===== config.mk =====
export PLATFORM = sky130hd
export DESIGN_NAME = ext_bus_fault_ctrl
export DESIGN_NICKNAME = d
export VERILOG_FILES = /design/src/common/ebf_pkg.sv /design/src/hdl/ext_bus_fault_ctrl.sv
export VERILOG_INCLUDE_DIRS = /design/src /design/src/common
export SDC_FILE = /design/constraint.sdc
export NUM_CORES = 1
export LEC_CHECK = 0
export ABC_AREA = 1
export BUFFER_PORTS_ARGS = -buffer_cell sky130_fd_sc_hd__buf_4
export CAP_MARGIN = 20
export CORE_ASPECT_RATIO = 1.2
export CORE_MARGIN = 1.5
export CORE_UTILIZATION = 30
export CTS_BUF_LIST = sky130_fd_sc_hd__clkbuf_8
export CTS_CLUSTER_SIZE = 40
export DETAILED_ROUTE_END_ITERATION = 12
export HOLD_SLACK_MARGIN = 0.1
export PLACE_DENSITY = 0.49
export REMOVE_ABC_BUFFERS = 1
export SKIP_LAST_GASP = 1
export SYNTH_ARGS = -nofsm -noshare
export SYNTH_HDL_FRONTEND = slang
export SYNTH_SLANG_ARGS = --single-unit

===== constraint.sdc =====
create_clock -name i_clock -period 10 [get_ports i_clock]
set_input_delay 0 -clock i_clock [delete_from_list [all_inputs] [get_ports i_clock]]
set_output_delay 0 -clock i_clock [all_outputs]
set_load 0.01 [all_outputs]

===== src/common/ebf_consts.svh =====
// Constants for the external bus fault, retry and arbitration controller.
// Assumes inclusion by the package and by the controller only.
`ifndef EBF_CONSTS_SVH
`define EBF_CONSTS_SVH

`define EBF_ADDR_W 24
`define EBF_DATA_W 16
`define EBF_FC_W 3
`define EBF_SIZ_W 2
`define EBF_CNT_W 2
`define EBF_NPIN 5
`define EBF_PRECHARGE 16'hFFFF
`define EBF_RETRY_SYNC_CLK 2
`define EBF_GRANT_HOLD_CLK 2
`define EBF_P_ACK 0
`define EBF_P_FAULT 1
`define EBF_P_STOP 2
`define EBF_P_BREQ 3
`define EBF_P_GACK 4

`endif


===== src/common/ebf_pkg.sv =====
// Types shared by the external bus fault, retry and arbitration controller.
// Assumes ebf_consts.svh is on the include path.
`default_nettype none
package ebf_pkg;
`include "ebf_consts.svh"

	// One external cycle as the core presents it
	typedef struct packed {
		logic [`EBF_ADDR_W-1:0] addr;
		logic [`EBF_FC_W-1:0] fc;
		logic [`EBF_SIZ_W-1:0] siz;
		logic rw;
		logic [`EBF_DATA_W-1:0] wdata;
		logic operand_end;
	} bus_cycle_t;

	typedef enum logic [2:0] {
		ST_IDLE,
		ST_RUN,
		ST_TAIL,
		ST_STOPPED,
		ST_RETRY_WAIT,
		ST_RETRY_SYNC
	} bus_state_t;

	typedef enum logic [1:0] {
		AR_IDLE,
		AR_GRANT,
		AR_OWNED
	} arb_state_t;

	// Whole controller state
	typedef struct packed {
		logic [`EBF_NPIN-1:0] s1;
		logic [`EBF_NPIN-1:0] s2;
		logic [`EBF_NPIN-1:0] s3;
		logic [`EBF_NPIN-1:0] pin;
		bus_state_t bst;
		arb_state_t ast;
		bus_cycle_t cyc;
		logic [`EBF_CNT_W-1:0] cnt;
		logic [`EBF_CNT_W-1:0] gcnt;
		logic strobe_n;
		logic data_oe;
		logic lock_n;
		logic bg_n;
		logic done;
		logic fault_ret;
		logic [`EBF_DATA_W-1:0] rdata;
		logic flt_latch;
		logic in_exc;
		logic reset_done;
		logic dbl;
		logic retry_arb;
		logic op_end;
	} ctl_state_t;
endpackage
`default_nettype wire


===== src/hdl/ext_bus_fault_ctrl.sv =====
// External bus termination, fault, retry, halt and arbitration control.
// Assumes a core that holds cycle requests until taken and pulses its
// instruction and exception events on i_clock; bus pins are asynchronous.
`default_nettype none
`include "ebf_consts.svh"

module ext_bus_fault_ctrl
	import ebf_pkg::*;
#(
	parameter int RETRY_SYNC_CLK = `EBF_RETRY_SYNC_CLK,
	parameter int GRANT_HOLD_CLK = `EBF_GRANT_HOLD_CLK
) (
	// Clock and reset
	input wire logic i_clock,
	input wire logic i_rst_n,
	// Core cycle request and answer
	input wire logic i_cycle_valid,
	input wire bus_cycle_t i_cycle,
	input wire logic i_locked_seq,
	output logic o_cycle_ready,
	output logic o_cycle_done,
	output logic o_cycle_fault,
	output logic [`EBF_DATA_W-1:0] o_rdata,
	// Core exception events
	input wire logic i_monitor_fault,
	input wire logic i_exc_begin,
	input wire logic i_insn_exec,
	input wire logic i_frame_restore,
	output logic o_fault_pending,
	output logic o_double_halt,
	output logic o_irq_block,
	// Termination and arbitration pins
	input wire logic i_transfer_acknowledge_n,
	input wire logic i_bus_fault_input_n,
	input wire logic i_stop_request_n,
	input wire logic i_bus_request_n,
	input wire logic i_grant_acknowledge_n,
	output logic o_stop_request_out_n,
	output logic o_stop_request_oe,
	output logic o_bus_grant_n,
	// Address, control and data pins
	input wire logic [`EBF_DATA_W-1:0] i_data_in,
	output logic [`EBF_DATA_W-1:0] o_data_out,
	output logic o_data_oe,
	output logic [`EBF_ADDR_W-1:0] o_addr,
	output logic [`EBF_FC_W-1:0] o_fc,
	output logic [`EBF_SIZ_W-1:0] o_siz,
	output logic o_rw,
	output logic o_address_strobe_n,
	output logic o_data_strobe_n,
	output logic o_locked_cycle_indicator_n,
	output logic o_ctrl_oe
);

	// Counters are two bits wide, so loads above three cannot be held
	if (RETRY_SYNC_CLK < 1 || RETRY_SYNC_CLK > 4 || GRANT_HOLD_CLK < 1 ||
		GRANT_HOLD_CLK > 4) begin
		$error("ext_bus_fault_ctrl: counts must lie in 1..4");
	end

	localparam logic [`EBF_CNT_W-1:0] RETRY_LOAD = `EBF_CNT_W'(RETRY_SYNC_CLK - 1);
	localparam logic [`EBF_CNT_W-1:0] GRANT_LOAD = `EBF_CNT_W'(GRANT_HOLD_CLK - 1);

	logic [1:0] rst_pipe_q;
	logic rst_sync_n;
	ctl_state_t q;
	ctl_state_t d;
	logic ack;
	logic flt;
	logic stp;
	logic brq;
	logic gack;
	logic fault_ev;
	logic dbl_cond;
	logic grant_ok;
	logic first_insn;

	// Reset release
	always_ff @(posedge i_clock or negedge i_rst_n) begin
		if (!i_rst_n) begin
			rst_pipe_q <= 2'h0;
		end else begin
			rst_pipe_q <= {rst_pipe_q[0], 1'b1};
		end
	end
	assign rst_sync_n = rst_pipe_q[1];

	// Filtered pin levels, active high
	assign ack = q.pin[`EBF_P_ACK];
	assign flt = q.pin[`EBF_P_FAULT] | i_monitor_fault;
	assign stp = q.pin[`EBF_P_STOP];
	assign brq = q.pin[`EBF_P_BREQ];
	assign gack = q.pin[`EBF_P_GACK];

	// Fault that ends a cycle as an exception
	assign fault_ev = (q.bst == ST_RUN) && flt && !stp;
	assign dbl_cond = q.in_exc | ~q.reset_done | i_frame_restore;
	assign first_insn = i_insn_exec & q.in_exc;

	// Points where the bus may be handed over
	assign grant_ok = q.lock_n && ((q.bst == ST_IDLE && q.op_end) ||
		q.bst == ST_STOPPED || (q.bst == ST_RETRY_WAIT && q.retry_arb));

	// New cycles only with the bus ours, lowest priority
	assign o_cycle_ready = (q.bst == ST_IDLE) && !q.dbl && !stp && (q.ast == AR_IDLE) &&
		!(brq && grant_ok);

	always_comb begin
		d = q;
		d.done = 1'b0;
		// Three-stage pin synchroniser, change taken once stages two and three agree
		d.s1 = ~{i_grant_acknowledge_n, i_bus_request_n, i_stop_request_n,
			i_bus_fault_input_n, i_transfer_acknowledge_n};
		d.s2 = q.s1;
		d.s3 = q.s2;
		d.pin = (q.s3 & ~(q.s2 ^ q.s3)) | (q.pin & (q.s2 ^ q.s3));

		case (q.bst)
			ST_IDLE: begin
				if (q.ast == AR_IDLE) begin
					d.lock_n = ~i_locked_seq;
				end
				if (i_cycle_valid && o_cycle_ready) begin
					d.cyc = i_cycle;
					d.bst = ST_RUN;
					d.strobe_n = 1'b0;
					d.data_oe = ~i_cycle.rw;
					d.op_end = 1'b0;
				end
			end
			ST_RUN: begin
				if (flt && stp) begin
					d.strobe_n = 1'b1;
					d.data_oe = 1'b0;
					d.retry_arb = brq & q.lock_n;
					d.bst = ST_RETRY_WAIT;
				end else if (flt) begin
					d.strobe_n = 1'b1;
					d.data_oe = 1'b0;
					d.done = 1'b1;
					d.fault_ret = 1'b1;
					d.rdata = `EBF_PRECHARGE;
					d.op_end = 1'b1;
					d.bst = ST_TAIL;
				end else if (ack) begin
					d.strobe_n = 1'b1;
					d.data_oe = 1'b0;
					d.done = 1'b1;
					d.fault_ret = 1'b0;
					d.rdata = q.cyc.rw ? i_data_in : q.rdata;
					d.op_end = q.cyc.operand_end;
					d.bst = ST_TAIL;
				end
			end
			ST_TAIL: begin
				if (!ack && !flt) begin
					d.bst = stp ? ST_STOPPED : ST_IDLE;
				end
			end
			ST_STOPPED: begin
				if (!stp) begin
					d.bst = ST_IDLE;
				end
			end
			ST_RETRY_WAIT: begin
				if (!flt && !stp && q.ast == AR_IDLE && !(q.retry_arb && brq)) begin
					d.cnt = RETRY_LOAD;
					d.retry_arb = 1'b0;
					d.bst = ST_RETRY_SYNC;
				end
			end
			ST_RETRY_SYNC: begin
				if (q.cnt == '0) begin
					d.strobe_n = 1'b0;
					d.data_oe = ~q.cyc.rw;
					d.bst = ST_RUN;
				end else begin
					d.cnt = q.cnt - 1'b1;
				end
			end
			default: begin
				d.bst = ST_IDLE;
			end
		endcase

		// Fault latch and double fault; a fault in the clearing cycle sets the double fault, not the latch
		if (i_insn_exec) begin
			d.reset_done = 1'b1;
		end
		if (first_insn) begin
			d.flt_latch = 1'b0;
			d.in_exc = 1'b0;
		end
		if (i_exc_begin) begin
			d.in_exc = 1'b1;
		end
		if (fault_ev) begin
			if (dbl_cond) begin
				d.dbl = 1'b1;
			end else begin
				d.flt_latch = 1'b1;
			end
		end

		// Arbitration, device lowest priority at the handover points
		case (q.ast)
			AR_IDLE: begin
				if (brq && grant_ok) begin
					d.bg_n = 1'b0;
					d.ast = AR_GRANT;
				end
			end
			AR_GRANT: begin
				if (gack) begin
					d.gcnt = GRANT_LOAD;
					d.ast = AR_OWNED;
				end else if (!brq) begin
					d.bg_n = 1'b1;
					d.ast = AR_IDLE;
				end
			end
			AR_OWNED: begin
				if (q.gcnt != '0) begin
					d.gcnt = q.gcnt - 1'b1;
				end else begin
					d.bg_n = ~brq;
				end
				if (!gack) begin
					d.ast = (q.gcnt == '0 && brq) ? AR_GRANT : AR_IDLE;
					d.bg_n = ~(q.gcnt == '0 && brq);
				end
			end
			default: begin
				d.ast = AR_IDLE;
			end
		endcase
	end

	always_ff @(posedge i_clock or negedge rst_sync_n) begin
		if (!rst_sync_n) begin
			q <= '0;
			q.strobe_n <= 1'b1;
			q.lock_n <= 1'b1;
			q.bg_n <= 1'b1;
			q.op_end <= 1'b1;
		end else begin
			q <= d;
		end
	end

	// Core side
	assign o_cycle_done = q.done;
	assign o_cycle_fault = q.fault_ret;
	assign o_rdata = q.rdata;
	assign o_fault_pending = q.flt_latch;
	assign o_double_halt = q.dbl;
	assign o_irq_block = stp | q.dbl;

	// Pins; address, control and data released while an outside master owns the bus
	assign o_ctrl_oe = (q.ast != AR_OWNED);
	assign o_addr = q.cyc.addr;
	assign o_fc = q.cyc.fc;
	assign o_siz = q.cyc.siz;
	assign o_rw = q.cyc.rw;
	assign o_address_strobe_n = q.strobe_n;
	assign o_data_strobe_n = q.strobe_n;
	assign o_data_out = q.cyc.wdata;
	assign o_data_oe = q.data_oe & o_ctrl_oe;
	assign o_locked_cycle_indicator_n = q.lock_n;
	assign o_bus_grant_n = q.bg_n;
	assign o_stop_request_out_n = 1'b0;
	assign o_stop_request_oe = q.dbl;
endmodule
`default_nettype wire


==> impl_metrics.ini <==
[timing]
min_period_ps = 2580
slew_headroom_pct = 27.2
drv_slew = 0
fin_skew_ps = 12.5
hold_viol_final = 0
setup_viol_count_final = 0
fmaxAchievable_mhz = 387
finalWorstSetupSlack_ps = 7420
tightest_slew_ps = 1090
fin_tns_setup_ps = 0
rsz0062_at_grt = false
fin_crit_sh_pct = 25.8

[synth]
synth_seq_cells = 106
ys.flop_type = dfrtp_1
async_reset_ff_share_pct = 100
synth-xor-area-share_pct = 0
synth_top_area_share_pct = 49.2
synthTopCellsByArea = dfrtp_1, buf_4, nand2_1
yosysWarningCount = 0
syn_inst = 573
muxShareOfSynthArea_pct = 0
synth_cell_type_count = 35
synth_area_leader_cell = dfrtp_1
synth_edf_count = 0
synth_top_family_by_area = buffers and inverters
synth_seq_area_share_pct = 51.2
synth-compound-area-share_pct = 11.0
synth_fa_ha_area_share_pct = 2.41
yosys.area_share.simple_pct = 15.7
synth_area_um2 = 5190
syn_avg_cell_area_um2 = 9.06

[grt]
track_usage_pct = 13.2
grt_pass1_wl_um = 19000
overflow = 0
grt_pass1_vias = 4032
grt_max_degree = 96
antenna_found_initial = 0

[placed_design]
gp_congestion = 0.858
io_buffer_count = 150
pre_cts_ws_ps = 7360
dp_hpwl_um = 7500
place_inst = 860
postPlaceCellArea_um2 = 5980

[routing]
drtPass1Iterations = 4
vias = 3940
wl_per_cell_um = 11.9
drc = 0
routed_via_density = 4.15
wirelength_um = 11300
ant_nets = 0
dr.first_iter.drc_count = 111

[final_layout]
drive_gt1_share_pct = 31.2
layoutNonFillerInstCount = 949
n_antenna_cell = 0
fin_area_um2 = 6910
area_growth_syn_to_layout_pct = 33.1
final_nets = 811

[die]
core_um2 = 16900
fp.dieArea_um2 = 18100
start_util_pct = 30.7
die_w_um = 123
die_h_um = 147
ios = 152
num_rows = 52

[critical_path]
crit_path_end_kind = register
endpoint = q[81]$_DFFE_PN0P_
path_delay_family = simple AND/OR/NAND/NOR gates
r2r_setup_slack_ps = 7420
cp_slowest_cell = buf_4
start_kind = register
path_buf_inv = 1
crit_cells = 10
critical_path_class = reg -> reg
rr_worst_depth = 10
critPathRequiredTime_ps = 10300
slowest_delay_ps = 720
timing.rr.start = q[81]$_DFFE_PN0P_
crit_path_max_fanout = 95
rr_endpoint = q[81]$_DFFE_PN0P_
critPathLaunch = q[81]$_DFFE_PN0P_
worst_ep_arrival_time_ps = 2880
worstPathCellList = nor2_1 -> nand3_1 -> nand3_1 -> nand2_2 -> nand3_4 -> buf_4 -> nand2_1 -> nand2_2 -> nand2_1 -> o21ai_1

[pwr]
power_density_nw_per_um2 = 176
p_leak_nw = 3.67
irDropWorstVdd_mv = 0.0674
p_total_mw = 1.22

[clock_network]
clk_latency_ps = 370
post_cts_buffers = 0
cts-buffers-inserted = 9
cts.path.max_buffers = 2
ctsHtreeMaxLevel = 3
cts_tree = done
clockRootBuffer = clkbuf_8
clock-sinks = 106
clkTransAtPathRegs_ps = 100

[flow_run]
drv_cap = 0

[worst_hold_path]
min_path_type = in -> reg

[outcome]
status = finished, final reports clean
==> Yosys cell counts, types with 2 or more instances <==
cell type  number
a21oi_1         3
buf_1           2
buf_2           4
buf_4          64
buf_6          11
clkbuf_1        2
conb_1          2
dfrtp_1       102
dfstp_2         4
ha_1            6
inv_1          96
inv_2           2
maj3_1          5
nand2_1       128
nand2_2        14
nand3_1         6
nand4_1         8
nor2_1         19
nor2_4          3
o21ai_0        17
o21ai_1        31
o21ai_2        31
==> logic make-up (layout without fill, tap and decap cells) <==
| kind of cell | Yosys count | in the layout |
|---|---|---|
| buffers and inverters | 182 | 342 |
| other | 2 | 2 |
| DFF | 106 | 106 |
| and+or+nand+nor | 184 | 184 |
| AOI/OAI and AO/OA | 88 | 88 |
| adders and majority gates | 11 | 11 |
==> state kept, by name (all words and copies together) (netlist names), named ones only <==
name / cells
d: 10
o_addr: 24
o_address_strobe_n: 1
o_bus_grant_n: 1
o_cycle_done: 1
o_cycle_fault: 1
o_data_out: 16
o_double_halt: 1
o_fault_pending: 1
o_fc: 3
o_locked_cycle_indicator_n: 1
o_rdata: 16
o_rw: 1
o_siz: 2
q: 20
rst_pipe_q: 2
==> worst min-delay path, stage by stage <==
cell	delay, ps
buf_4	80
nor2_1	30
buf_4	200
nand2_1	80
inv_1	40
o21ai_2	110
==> how the worst min path moves through the flow <==
stage	end	slack, ps	from	cells after the start
floorplan	rst_pipe_q[0]$_DFF_PN0_	-300	i_rst_n	0
global route	o_rdata[1]$_DFFE_PN0P_	210	i_monitor_fault	6
CTS	o_rdata[14]$_DFFE_PN0P_	180	i_monitor_fault	6
global placement	rst_pipe_q[0]$_DFF_PN0_	-220	i_rst_n	1
finish	o_rdata[14]$_DFFE_PN0P_	200	i_monitor_fault	6
detailed placement	rst_pipe_q[0]$_DFF_PN0_	-210	i_rst_n	1
==> timing repair <==
item	in CTS	in global routing
endpoints found under the hold margin	76	0
hold buffers	74	0
resized for setup	0	0
setup endpoints to repair	0	0
==> cells in the final DEF (no fill, tap or decap), types with 2 or more instances in the layout <==
cell and count:
buf_4 154, nand2_1 128, dfrtp_1 101, inv_1 96, dlygate4sd3_1 74, o21ai_2 31, o21ai_1 31, nor2_1 19
o21ai_0 17, nand2_2 14, clkbuf_8 12, nand4_1 8, nand3_1 6, ha_1 6, maj3_1 5, dfstp_2 4
nor2_4 3, a21oi_1 3, inv_2 2, clkinv_2 2, conb_1 2
==> per-layer routing <==
layer / up-vias / routed length (um) / GRT usage (%)
met1: 1764 / 5090 / 16.5
met2: 163 / 5010 / 21.1
met5: - / 0 / 0
li1: 1997 / - / -
met4: 0 / 244 / 5.63
met3: 16 / 923 / 3.92
==> area by class of cell <==
class                           instances  area (um^2)
Tap cell                              216          270
Fill cell                            1631        10000
Sequential cell                       106         2660
Clock buffer                           12          165
Multi-Input combinational cell        285         1520
Timing Repair Buffer                  228         1900
Inverter                               99          373
Clock inverter                          3         22.5
==> per-stage QoR <==
step           util, %  hold slack [ps]
2_1_floorplan        -             -296
3_3_place_gp      35.4             -216
3_5_place_dp      35.4             -215
4_1_cts           40.9              184
5_1_grt           40.9              212
6_report          40.9              205
==> report_power, final <==
| part | switching (mW) | leakage (nW) | internal [mW] | total, mW |
|---|---|---|---|---|
| Clock | 0.148 | 0.0988 | 0.111 | 0.259 |
| Combinational | 0.217 | 2.22 | 0.183 | 0.401 |
| Sequential | 0.0567 | 1.35 | 0.500 | 0.557 |
No activity file was read; power rests on OpenSTA's default activity.
